<file path="src/hdl/bpsh_pkg.sv">
package bpsh_pkg;

    // ****************************************
    // Clock and timing
    // ****************************************
    localparam int CLK_MHZ = 125;
    localparam int SETUP_TAP_NS = 10;
    localparam int DISC_TAP_NS = 30;
    localparam int GLITCH_NS = 8;
    localparam int SYNC_MAX_NS = 80;

    // Least times round up, never below one cycle
    function automatic int minCycles(input int ns);
        int c;
        c = (ns * CLK_MHZ + 999) / 1000;
        return (c < 1) ? 1 : c;
    endfunction

    // Longest times round down, never below one cycle
    function automatic int maxCycles(input int ns);
        int c;
        c = (ns * CLK_MHZ) / 1000;
        return (c < 1) ? 1 : c;
    endfunction

    localparam int SETUP_CYC = minCycles(SETUP_TAP_NS);
    localparam int DISC_CYC = minCycles(DISC_TAP_NS);
    localparam int GLITCH_CYC = minCycles(GLITCH_NS);
    localparam int SYNC_MAX_CYC = maxCycles(SYNC_MAX_NS);
    localparam int CNT_W = 4;

    // ****************************************
    // Widths and pin vector layout
    // ****************************************
    localparam int DATA_W = 32;
    localparam int STAT_W = 8;
    localparam int PIN_W = 11;
    localparam int P_AS = 0;
    localparam int P_DS = 1;
    localparam int P_DK = 2;
    localparam int P_DI = 3;
    localparam int P_AI = 4;
    localparam int P_CS = 5;
    localparam int P_WR = 6;
    localparam int P_IV = 7;
    localparam int P_BC = 8;
    localparam int P_ACIP = 9;
    localparam int P_DACK = 10;
    localparam logic [PIN_W-1:0] PIN_RST = 11'h3FF;

    typedef enum logic [3:0] {
        ST_IDLE, ST_ADDR, ST_ASETUP, ST_BEAT, ST_ACC, ST_WAITD,
        ST_PUSH, ST_CLK, ST_SETUP, ST_DISC
    } bpsh_state_t;

endpackage

</file>
<file path="src/hdl/bpsh_stream_if.sv">
interface bpsh_stream_if #(parameter int W = 32);
    logic valid;
    logic ready;
    logic [W-1:0] data;
    modport src(output valid, output data, input ready);
    modport snk(input valid, input data, output ready);
endinterface

</file>
<file path="src/hdl/bpsh_ctrl.sv">
// Overview of operation
// - Chip-selected write request starts memory access without waiting on more handshakes.
// - Request crosses to local clock through flip-flops, bounded worst latency.
// - Access request asserts after request seen on two successive edges.
// - Reads launch memory access only once master asserts DS.
// - Intervention during a read turns the access into a memory write.
// - Incoming status is latched on filtered AI, not raw handshake.
// - Intervened or broadcast beats reject short DK and DI glitches.
// - AS, DS and the command pins pass only the synchroniser; only DK, DI and AI glitch-filtered.
// - Outgoing status leaves through latched transceivers on the output strobe.
// - Output strobe launches data and status on its rising edge.
// - AI, DK and DI edges follow data and status launch by a setup delay; AK falls with the strobe.
// - AK is released only after a delay following AS release.
// - Partial transactions are not supported; whole double-words only.
// - Names ending in _n or N are active low, others active high.
module bpsh_ctrl (
    // Clock and reset
    input wire logic clk,
    input wire logic rst_n,
    // Bus handshake pins, active low
    input wire logic asN,
    input wire logic dsN,
    input wire logic dkInN,
    input wire logic diInN,
    input wire logic aiInN,
    output logic akN,
    output logic aiN,
    output logic dkN,
    output logic diN,
    // Bus command and status pins, active low
    input wire logic csN,
    input wire logic wrN,
    input wire logic ivN,
    input wire logic bcastN,
    input wire logic [bpsh_pkg::DATA_W-1:0] busData,
    input wire logic [bpsh_pkg::STAT_W-1:0] busStatus,
    // Transceiver and latch controls
    output logic statusDataOutClock,
    output logic latchAddrEn,
    output logic latchStatusEn,
    output logic writeDirN,
    output logic [bpsh_pkg::STAT_W-1:0] rxStatus,
    // Memory module side
    output logic areqN,
    output logic dtStb,
    output logic memWrite,
    input wire logic dack,
    input wire logic acipN,
    // Received write data
    output logic memValid,
    input wire logic memReady,
    output logic [bpsh_pkg::DATA_W-1:0] memData
);
    // ****************************************
    // Pin synchronisers
    // ****************************************
    logic [bpsh_pkg::PIN_W-1:0] pinRaw;
    logic [bpsh_pkg::PIN_W-1:0] pinS;

    assign pinRaw = {dack, acipN, bcastN, ivN, wrN, csN, aiInN, diInN, dkInN, dsN, asN};

    // AS, DS and the command pins pass only this synchroniser, no extra filter; DK, DI and AI also pass the glitch filter
    bpsh_sync #(.W(bpsh_pkg::PIN_W), .RST(bpsh_pkg::PIN_RST)) uSync (
        .clk(clk),
        .rst_n(rst_n),
        .din(pinRaw),
        .dout(pinS)
    );

    logic asA;
    logic dsA;
    logic csA;
    logic wrA;
    logic ivA;
    logic bcA;
    logic acipA;
    logic dackS;
    logic [2:0] rawHs;

    // Active-low pins turned to active-high names here only
    assign asA = !pinS[bpsh_pkg::P_AS];
    assign dsA = !pinS[bpsh_pkg::P_DS];
    assign csA = !pinS[bpsh_pkg::P_CS];
    assign wrA = !pinS[bpsh_pkg::P_WR];
    assign ivA = !pinS[bpsh_pkg::P_IV];
    assign bcA = !pinS[bpsh_pkg::P_BC];
    assign acipA = !pinS[bpsh_pkg::P_ACIP];
    assign dackS = pinS[bpsh_pkg::P_DACK];
    assign rawHs = {!pinS[bpsh_pkg::P_AI], !pinS[bpsh_pkg::P_DI], !pinS[bpsh_pkg::P_DK]};

    // ****************************************
    // Glitch filters on received DK, DI, AI
    // ****************************************
    logic [2:0] filt_ff;
    logic [1:0] fcnt_ff [3];
    logic receivedDataAck;
    logic receivedDataAckInverse;
    logic aiFilt;

    assign receivedDataAck = filt_ff[0];
    assign receivedDataAckInverse = filt_ff[1];
    assign aiFilt = filt_ff[2];

    // A new level must persist past the glitch width before it counts
    always_ff @(posedge clk) begin
        if (!rst_n) begin
            filt_ff <= 3'h0;
            for (int i = 0; i < 3; i++) begin
                fcnt_ff[i] <= 2'h0;
            end
        end else begin
            for (int i = 0; i < 3; i++) begin
                if (rawHs[i] == filt_ff[i]) begin
                    fcnt_ff[i] <= 2'h0;
                end else if (fcnt_ff[i] == 2'(bpsh_pkg::GLITCH_CYC)) begin
                    filt_ff[i] <= rawHs[i];
                    fcnt_ff[i] <= 2'h0;
                end else begin
                    fcnt_ff[i] <= fcnt_ff[i] + 2'h1;
                end
            end
        end
    end

    // ****************************************
    // Access request synchronisation
    // ****************************************
    logic sel;
    logic launchOk;
    logic areqA_ff;

    assign sel = asA && csA;
    // Reads hold off until DS says whether intervention may occur
    assign launchOk = wrA || dsA;

    // Two local edges must see the request before the memory starts
    always_ff @(posedge clk) begin
        if (!rst_n) begin
            areqA_ff <= 1'b0;
            areqN <= 1'b1;
        end else begin
            areqA_ff <= sel;
            areqN <= !(areqA_ff && sel && launchOk);
        end
    end

    // ****************************************
    // Transaction sequencer
    // ****************************************
    bpsh_pkg::bpsh_state_t state_ff;
    logic [bpsh_pkg::CNT_W-1:0] dly_ff;
    logic ackLvl_ff;
    logic dackSeen_ff;
    logic ivRd_ff;
    logic filtOk;
    logic [2:0] sinceClk_ff;
    bpsh_stream_if #(.W(bpsh_pkg::DATA_W)) wrIf ();
    bpsh_stream_if #(.W(bpsh_pkg::DATA_W)) rdIf ();

    // Intervening or broadcast beats wait for the other boards' answer
    assign filtOk = !(ivRd_ff || bcA) ||
        (ackLvl_ff ? receivedDataAckInverse : receivedDataAck);
    assign wrIf.valid = (state_ff == bpsh_pkg::ST_PUSH);
    assign wrIf.data = busData;

    always_ff @(posedge clk) begin
        if (!rst_n) begin
            state_ff <= bpsh_pkg::ST_IDLE;
            dly_ff <= '0;
            ackLvl_ff <= 1'b0;
            dackSeen_ff <= 1'b0;
            ivRd_ff <= 1'b0;
            dtStb <= 1'b0;
            statusDataOutClock <= 1'b0;
            akN <= 1'b1;
            aiN <= 1'b1;
            dkN <= 1'b1;
            diN <= 1'b1;
        end else begin
            statusDataOutClock <= 1'b0;
            case (state_ff)
                bpsh_pkg::ST_IDLE: begin
                    ackLvl_ff <= 1'b0;
                    ivRd_ff <= 1'b0;
                    if (sel) begin
                        state_ff <= bpsh_pkg::ST_ADDR;
                    end
                end
                bpsh_pkg::ST_ADDR: begin
                    // Status out first, then AI after the setup tap
                    akN <= 1'b0;
                    statusDataOutClock <= 1'b1;
                    dly_ff <= bpsh_pkg::CNT_W'(bpsh_pkg::SETUP_CYC);
                    state_ff <= bpsh_pkg::ST_ASETUP;
                end
                bpsh_pkg::ST_ASETUP: begin
                    if (dly_ff != '0) begin
                        dly_ff <= dly_ff - 1'b1;
                    end else begin
                        aiN <= 1'b0;
                        state_ff <= bpsh_pkg::ST_BEAT;
                    end
                end
                bpsh_pkg::ST_BEAT: begin
                    if (!asA) begin
                        statusDataOutClock <= 1'b1;
                        dly_ff <= bpsh_pkg::CNT_W'(bpsh_pkg::DISC_CYC);
                        state_ff <= bpsh_pkg::ST_DISC;
                    end else if (dsA != ackLvl_ff && !areqN) begin
                        // Intervention on a read makes this a memory write
                        if (!wrA && ivA) begin
                            ivRd_ff <= 1'b1;
                        end
                        state_ff <= bpsh_pkg::ST_ACC;
                    end
                end
                bpsh_pkg::ST_ACC: begin
                    dtStb <= !dtStb;
                    state_ff <= bpsh_pkg::ST_WAITD;
                end
                bpsh_pkg::ST_WAITD: begin
                    if (dackS != dackSeen_ff) begin
                        dackSeen_ff <= dackS;
                        state_ff <= (wrA || ivRd_ff) ? bpsh_pkg::ST_PUSH : bpsh_pkg::ST_CLK;
                    end
                end
                bpsh_pkg::ST_PUSH: begin
                    // A full buffer stalls the answer, so no word is lost
                    if (wrIf.ready) begin
                        state_ff <= bpsh_pkg::ST_CLK;
                    end
                end
                bpsh_pkg::ST_CLK: begin
                    // Rising strobe launches read data and status
                    statusDataOutClock <= 1'b1;
                    dly_ff <= bpsh_pkg::CNT_W'(bpsh_pkg::SETUP_CYC);
                    state_ff <= bpsh_pkg::ST_SETUP;
                end
                bpsh_pkg::ST_SETUP: begin
                    if (dly_ff != '0) begin
                        dly_ff <= dly_ff - 1'b1;
                    end else if (filtOk) begin
                        // DK or DI edge only after the setup tap
                        ackLvl_ff <= !ackLvl_ff;
                        dkN <= ackLvl_ff;
                        diN <= !ackLvl_ff;
                        state_ff <= bpsh_pkg::ST_BEAT;
                    end
                end
                bpsh_pkg::ST_DISC: begin
                    // AK held until final status has settled on the bus
                    if (dly_ff != '0) begin
                        dly_ff <= dly_ff - 1'b1;
                    end else if (!acipA) begin
                        akN <= 1'b1;
                        aiN <= 1'b1;
                        dkN <= 1'b1;
                        diN <= 1'b1;
                        state_ff <= bpsh_pkg::ST_IDLE;
                    end
                end
                default: begin
                    state_ff <= bpsh_pkg::ST_IDLE;
                end
            endcase
        end
    end

    // ****************************************
    // Latches, direction and memory write
    // ****************************************
    always_ff @(posedge clk) begin
        if (!rst_n) begin
            latchAddrEn <= 1'b1;
            latchStatusEn <= 1'b1;
            rxStatus <= '0;
            writeDirN <= 1'b0;
            memWrite <= 1'b0;
        end else begin
            latchAddrEn <= !sel;
            // Status freezes on filtered AI and holds until AS release
            if (!asA) begin
                latchStatusEn <= 1'b1;
            end else if (aiFilt && latchStatusEn) begin
                latchStatusEn <= 1'b0;
                rxStatus <= busStatus;
            end
            writeDirN <= (state_ff != bpsh_pkg::ST_IDLE) && !wrA && !ivRd_ff;
            memWrite <= wrA || ivRd_ff;
        end
    end

    // Two-entry buffer between bus beats and the memory side
    bpsh_fifo uFifo (
        .clk(clk),
        .rst_n(rst_n),
        .inIf(wrIf),
        .outIf(rdIf)
    );

    assign rdIf.ready = memReady;
    assign memValid = rdIf.valid;
    assign memData = rdIf.data;

    // Cycles since the output strobe, saturating
    always_ff @(posedge clk) begin
        if (!rst_n) begin
            sinceClk_ff <= 3'h7;
        end else if (statusDataOutClock) begin
            sinceClk_ff <= 3'h0;
        end else if (sinceClk_ff != 3'h7) begin
            sinceClk_ff <= sinceClk_ff + 3'h1;
        end
    end
endmodule

</file>
<file path="src/hdl/bpsh_sync.sv">
module bpsh_sync #(parameter int W = 1, parameter logic [W-1:0] RST = '0) (
    // Clock and reset
    input wire logic clk,
    input wire logic rst_n,
    // Pins in, clean levels out
    input wire logic [W-1:0] din,
    output logic [W-1:0] dout
);
    logic [W-1:0] s1_ff;
    logic [W-1:0] s2_ff;
    logic [W-1:0] s3_ff;

    // A change counts only once stages two and three agree
    always_ff @(posedge clk) begin
        if (!rst_n) begin
            s1_ff <= RST;
            s2_ff <= RST;
            s3_ff <= RST;
            dout <= RST;
        end else begin
            s1_ff <= din;
            s2_ff <= s1_ff;
            s3_ff <= s2_ff;
            for (int i = 0; i < W; i++) begin
                if (s2_ff[i] == s3_ff[i]) begin
                    dout[i] <= s3_ff[i];
                end
            end
        end
    end
endmodule

</file>
<file path="src/hdl/bpsh_fifo.sv">
module bpsh_fifo (
    // Clock and reset
    input wire logic clk,
    input wire logic rst_n,
    // Fill and drain sides
    bpsh_stream_if.snk inIf,
    bpsh_stream_if.src outIf
);
    logic [bpsh_pkg::DATA_W-1:0] mem_ff [2];
    logic wp_ff;
    logic rp_ff;
    logic [1:0] cnt_ff;
    logic full_ff;
    logic pushOk;
    logic popOk;
    logic [1:0] nxt_cnt;

    assign inIf.ready = !full_ff;
    assign outIf.data = mem_ff[rp_ff];
    assign pushOk = inIf.valid && !full_ff;
    assign popOk = outIf.valid && outIf.ready;

    always_comb begin
        nxt_cnt = cnt_ff;
        if (pushOk && !popOk) begin
            nxt_cnt = cnt_ff + 2'h1;
        end else if (popOk && !pushOk) begin
            nxt_cnt = cnt_ff - 2'h1;
        end
    end

    always_ff @(posedge clk) begin
        if (!rst_n) begin
            wp_ff <= 1'b0;
            rp_ff <= 1'b0;
            cnt_ff <= 2'h0;
            full_ff <= 1'b0;
            outIf.valid <= 1'b0;
        end else begin
            if (pushOk) begin
                wp_ff <= !wp_ff;
            end
            if (popOk) begin
                rp_ff <= !rp_ff;
            end
            cnt_ff <= nxt_cnt;
            full_ff <= (nxt_cnt == 2'h2);
            outIf.valid <= (nxt_cnt != 2'h0);
        end
    end

    // Storage needs no reset; valid guards it
    always_ff @(posedge clk) begin
        if (pushOk) begin
            mem_ff[wp_ff] <= inIf.data;
        end
    end
endmodule

</file>
<file path="config.mk">
export PLATFORM = sky130hd
export DESIGN_NAME = bpsh_ctrl
export DESIGN_NICKNAME = d
export VERILOG_FILES = /design/src/hdl/bpsh_pkg.sv /design/src/hdl/bpsh_stream_if.sv /design/src/hdl/bpsh_ctrl.sv /design/src/hdl/bpsh_sync.sv /design/src/hdl/bpsh_fifo.sv
export SDC_FILE = /design/constraint.sdc
export NUM_CORES = 1
export LEC_CHECK = 0
export BUFFER_PORTS_ARGS = -buffer_cell sky130_fd_sc_hd__clkbuf_2
export CORE_ASPECT_RATIO = 0.7
export CORE_UTILIZATION = 50
export CTS_CLUSTER_DIAMETER = 40
export CTS_CLUSTER_SIZE = 30
export DETAILED_ROUTE_END_ITERATION = 7
export HOLD_SLACK_MARGIN = 0.03
export PLACE_DENSITY_LB_ADDON = 0.15
export SYNTH_ARGS = -nofsm -noshare
export SYNTH_HDL_FRONTEND = slang
export SYNTH_HIERARCHICAL = 1
export SYNTH_SLANG_ARGS = --single-unit
</file>
<file path="constraint.sdc">
create_clock -name clk -period 2.7 [get_ports clk]
set_input_delay 0 -clock clk [delete_from_list [all_inputs] [get_ports clk]]
set_output_delay 0 -clock clk [all_outputs]
set_load 0.01 [all_outputs]
</file>
# Word-level counts from Yosys, hierarchy flattened
# Memories as Yosys holds them, arrays and structs flattened. A register that Yosys moved wholly into a read port is not among the register bits.
# Index checks and enable logic that the tools add are counted.
dict set report word_totals {
  ff_bits 84
  ramBits 70
  in_bits 54
  out_inout_bits 52
  elab_cells 250
  mem_count 2
}
# name depth word_bits read_ports rd_clocked_by_memory_dff write_ports line
set memory_table {}
lappend memory_table {uFifo.mem_ff 2 32 1 1 1 bpsh_fifo.sv:9} ;# logic [bpsh_pkg::DATA_W-1:0] mem_ff [2];
lappend memory_table {fcnt_ff 3 2 3 0 3 bpsh_ctrl.sv:95} ;# logic [1:0] fcnt_ff [3];
dict set report classes {
  add_sub_neg 6
  n_eq_ne 43
  n_mux 83
  bitwise_logic 14
  n_reduce_logical 62
}
# operator n
set op_table {}
lappend op_table {{1-bit two-way mux} 51}
lappend op_table {{4-bit two-way mux} 12}
lappend op_table {{4-bit one-hot mux with 10 select lines} 1}
lappend op_table {{2-bit two-way mux} 11}
lappend op_table {{1-bit zero test} 21}
lappend op_table {{2-bit inequality test, second input constant} 10}
lappend op_table {{4-bit by 3-bit equality test with 1-bit output, second input constant} 4}
lappend op_table {{1-bit equality test} 14}
lappend op_table {{1-bit one-hot mux with 2 select lines} 7}
lappend op_table {{1-bit logical AND} 12}
lappend op_table {{4-bit one-hot mux with 3 select lines} 1}
lappend op_table {{2-bit nonzero test} 6}
lappend op_table {{2-bit AND reduction} 5}
lappend op_table {{1-bit bitwise OR} 9}
lappend op_table {{3-bit AND reduction} 3}
lappend op_table {{9-bit AND reduction} 1}
lappend op_table {{2-bit by 1-bit adder with 2-bit output, second input constant} 4}
lappend op_table {{4-bit by 2-bit equality test with 1-bit output, second input constant} 2}
lappend op_table {{4-bit equality test, second input constant} 2}
lappend op_table {{4-bit AND reduction} 2}
lappend op_table {{4-bit nonzero test} 2}
lappend op_table {{2-bit by 1-bit equality test with 1-bit output, second input constant} 3}
lappend op_table {{2-bit by 1-bit inequality test with 1-bit output, second input constant} 3}
lappend op_table {{1-bit NOT} 5}
lappend op_table {{other kinds (12)} 17}

# Longest topological paths before layout
dict set report logic_depth {
  depth_word 8
  depth_mapped 7
  depth_no_buf 7
}

# Modules after synthesis
# The synthesis kept the hierarchy.
# module instances cells_per_inst area_per_inst_um2 seq_area_each_um2
set modules_own_cells {}
lappend modules_own_cells {bpsh_fifo 1 136 2632.5 2062.0}
lappend modules_own_cells {bpsh_ctrl 1 215 1998.2 860.8}
lappend modules_own_cells {bpsh_sync 1 114 1276.2 880.8}

# Worst setup path after synthesis
# Ideal clock, no wire load.
dict set report synth_path {
  path_kind {flip-flop to flip-flop}
  from {reg state_ff[0]}
  to {mem uFifo/mem_ff[0][0] (netlist bit) (enable)}
  setup_ps 421
  t_arrival_ps 2273
  required_ps 2279
  slack_ps 6
  path_stages_with_launch 6
  path_buffers 1
  period_less_slack_ps 2694
  path_cell_list {dfxtp_1 > buf_2 > nand2b_1 > nor2_1 > nand2b_4 > nor2_1}
}
dict set report synth_between {
  elab_chain_cells 4
}
# item line
set synth_rtl {}
lappend synth_rtl {{from (decl)} bpsh_ctrl.sv:150} ;# bpsh_pkg::bpsh_state_t state_ff;
lappend synth_rtl {{from (signal assigned)} bpsh_ctrl.sv:168} ;# state_ff <= bpsh_pkg::ST_IDLE;
lappend synth_rtl {{from (signal assigned)} bpsh_ctrl.sv:186} ;# state_ff <= bpsh_pkg::ST_ADDR;
lappend synth_rtl {{from (signal assigned)} bpsh_ctrl.sv:194} ;# state_ff <= bpsh_pkg::ST_ASETUP;
lappend synth_rtl {{4-bit by 3-bit equality test with 1-bit output} bpsh_ctrl.sv:163} ;# assign wrIf.valid = (state_ff == bpsh_pkg::ST_PUSH);
lappend synth_rtl {{net wrIf.valid} bpsh_stream_if.sv:2} ;# logic valid;
lappend synth_rtl {{1-bit logical AND} bpsh_fifo.sv:20} ;# assign pushOk = inIf.valid && !full_ff;
lappend synth_rtl {{1-bit two-way mux} bpsh_fifo.sv:54} ;# if (pushOk) begin
lappend synth_rtl {{1-bit two-way mux (implied by the code)} bpsh_fifo.sv:55} ;# mem_ff[wp_ff] <= inIf.data;
lappend synth_rtl {{to (decl)} bpsh_fifo.sv:9}
# The timed path passes the listed nets, and every way through them passes these cells.

# Worst setup path after layout
dict set report layout_path {
  from {reg state_ff[1]}
  to {mem uFifo/mem_ff[0][9] (netlist bit) (enable)}
}
# The elaborated chain is that of the path after synthesis.

==> impl_metrics.json <==
{
  "status": "completed",
  "fp.coreArea_um2": 11250,
  "clock_sinks": 155,
  "fmax_ghz": 0.4501,
  "critPathLaunchType": "register",
  "cts_made_buffers": 17,
  "peakVddDrop_mv": 0.4971,
  "p_per_area_nw_per_um2": 716.5,
  "worst_slew_pin_slew_ns": 0.7450,
  "grt_overflow_total": 0,
  "wl_per_cell_um": 13.35,
  "multi_input_area_um2": 1999,
  "async_flop_share_pct": 0,
  "clockBufferDepth": 2,
  "slew-limit-headroom_pct": 50.33,
  "sw_frac_of_total_pct": 26.03,
  "hold_slack_ns": 0.2363,
  "cts_hold_buf": 52,
  "period_share_pct": 82.29,
  "ctsResizeCount": 0,
  "ys_types": 59,
  "drt-pass1-iter-count": 4,
  "antenna_found_initial": 0,
  "max_stage_delay_ns": 0.70,
  "post_cts_buffers": 0,
  "slew_violations": 0,
  "switching_power_mw": 1.431,
  "ys_seq_area_share_pct": 64.39,
  "synth-edff-count": 70,
  "rows": 32,
  "fin_area_um2": 7671,
  "gp_congestion": 0.7884,
  "period_needed_ns": 2.222,
  "layout.cells.most_common": "clkbuf_2",
  "clk_pin_slew_ns": 0.06,
  "synthCells": 465,
  "ant_nets": 0,
  "syn_avg_cell_area_um2": 12.70,
  "crit_slowest_cell": "dfxtp_1",
  "intPower_mw": 4.066,
  "area_growth_pct": 29.87,
  "path_cells": "nand2b_1, nor2_1, nand2b_4, nor2_4, buf_4",
  "power_frac_seq_pct": 48.1,
  "crit_buf_inv": 1,
  "yosysTopAreaCell": "edfxtp_1",
  "leakagePower_nw": 3.061,
  "clk_latency_ns": 0.42,
  "fin_skew_ns": 0.009325,
  "start_util_pct": 52.50,
  "required_ns": 2.76,
  "worstPathMaxFanout": 32,
  "viasPerCell": 4.911,
  "ff_latch_area_um2": 3804,
  "antenna_cells": 0,
  "layout_common_cells": "clkbuf_2, dfxtp_1, edfxtp_1",
  "syn_area_um2": 5907,
  "worstSetupPathType": "reg -> reg",
  "fillers": 828,
  "ys_ff_latch": 155,
  "num_vias": 3924,
  "final_core_util_pct": 68.18,
  "io_buffers": 105,
  "ys_warn_count": 6,
  "drive_gt1_share_pct": 28.64,
  "cp_top_family": "simple AND/OR/NAND/NOR gates",
  "endpoint_kind": "register",
  "die_area_um2": 12260,
  "combPwrFrac_pct": 12.8,
  "placed_area_um2": 6608,
  "worstPathArrival_ns": 2.28,
  "max_cap_violations": 0,
  "grt_max_degree": 40,
  "route.detailed.drc": 0,
  "dp_cells": 715,
  "pin_count": 106,
  "setup_viol": 0,
  "routed_wl_mm": 10.67,
  "hp-class": "in -> reg",
  "yosysTopAreaCellShare_pct": 35.59,
  "r2r_slack_ns": 0.48,
  "htreeDepth": 4,
  "grt_pass1_vias": 3768,
  "yosys-top-cells-area": "edfxtp_1, dfxtp_1, mux2_2",
  "grt_pass1_wl_mm": 17.67,
  "nNetsFinal": 691,
  "final_cells": 799,
  "grtUsageTotal_pct": 18.59,
  "cts_tree": "yes",
  "cts-root-buf": "clkbuf_16",
  "tns_ns": 0,
  "rsz0062_at_grt": "false",
  "pwr-share-clk_pct": 39.1,
  "synth_ff_type": "dfxtp_1",
  "drtIter0Drc": 243,
  "hpwl_mm": 6.731,
  "hold_viol": 0,
  "fp.dieW_um": 131.9,
  "die_h_um": 92.94
}
-- synth_stat cells (all sizes together), types with 9 or more instances --
cell    number
edfxtp      70
mux2i       14
nand3b       9
nor2        38
nand2b      36
mux2        35
a21oi       19
nor2b       15
buf         13
inv         10
dfxtp       85
o21ai       20
nand2       19
-- final timing paths --
check,cells past startpoint,endpoint,start
worst max-delay path,5,uFifo/mem_ff[0][9]$_DFFE_PP_,state_ff[1]$_SDFFE_PN0P_
worst min-delay path,2,uSync/s2_ff[2]$_SDFF_PN1_,rst_n
worst max register to register,5,uFifo/mem_ff[0][9]$_DFFE_PP_,state_ff[1]$_SDFFE_PN0P_
worst min register to register,1,areqN$_SDFF_PN1_,areqA_ff$_SDFF_PN0_
-- routing by layer --
layer	GRT usage, %	part of all wire (%)	wire length (um)
met5	0	0	0
met4	7.558	1.1	114
met2	30.47	47	4978
met3	4.762	4.3	454
met1	23.60	48	5120
-- logic make-up after synthesis --
group | count (synthesis) | share of synthesized area, %
other cells | 1 | 0.06348
mux | 49 | 9.108
xor+xnor | 9 | 1.335
fa+ha+maj | 4 | 0.8473
simple gates | 152 | 14.74
compound gates | 67 | 7.308
buf+inv | 28 | 2.203
flops | 155 | 64.39
-- state kept, by name (all words and copies together), names as in the netlist, 2 cells and up, named ones only --
register / count
rxStatus: 8
uSync/s2_ff: 11
dly_ff: 4
uSync/s3_ff: 11
uSync/s1_ff: 11
filt_ff: 3
fcnt_ff: 6
uFifo/mem_ff: 64
state_ff: 4
uSync/dout: 11
uFifo/cnt_ff: 2
-- stage by stage --
stage / setup WS [ns] / total power [mW]
4_1_cts: 0.4939 / 5.531
5_1_grt: 0.3005 / 5.717
3_3_place_gp: 0.5744 / 3.312
6_report: 0.4781 / 5.496
2_1_floorplan: 0.005957 / 3.153
3_5_place_dp: 0.5083 / 3.320
-- layout make-up --
type                       count  area share [%]
timing repair buffer         162           14.29
clock buffer                  17           5.546
inverter                      10          0.4893
multi-input combinational    287           26.06
sequential                   155           49.58
tap                          153           2.496
clock inverter                15           1.533
-- power groups by stage --
| stage | Combinational (mW) | Sequential (mW) | Clock (mW) |
|---|---|---|---|
| detailed placement | 0.629 | 2.69 | 0 |
| CTS | 0.694 | 2.64 | 2.20 |
| floorplan | 0.509 | 2.64 | 0 |
| finish | 0.704 | 2.64 | 2.15 |
| global placement | 0.626 | 2.69 | 0 |
| global route | 0.776 | 2.66 | 2.28 |
No activity file was read; power rests on OpenSTA's default activity.
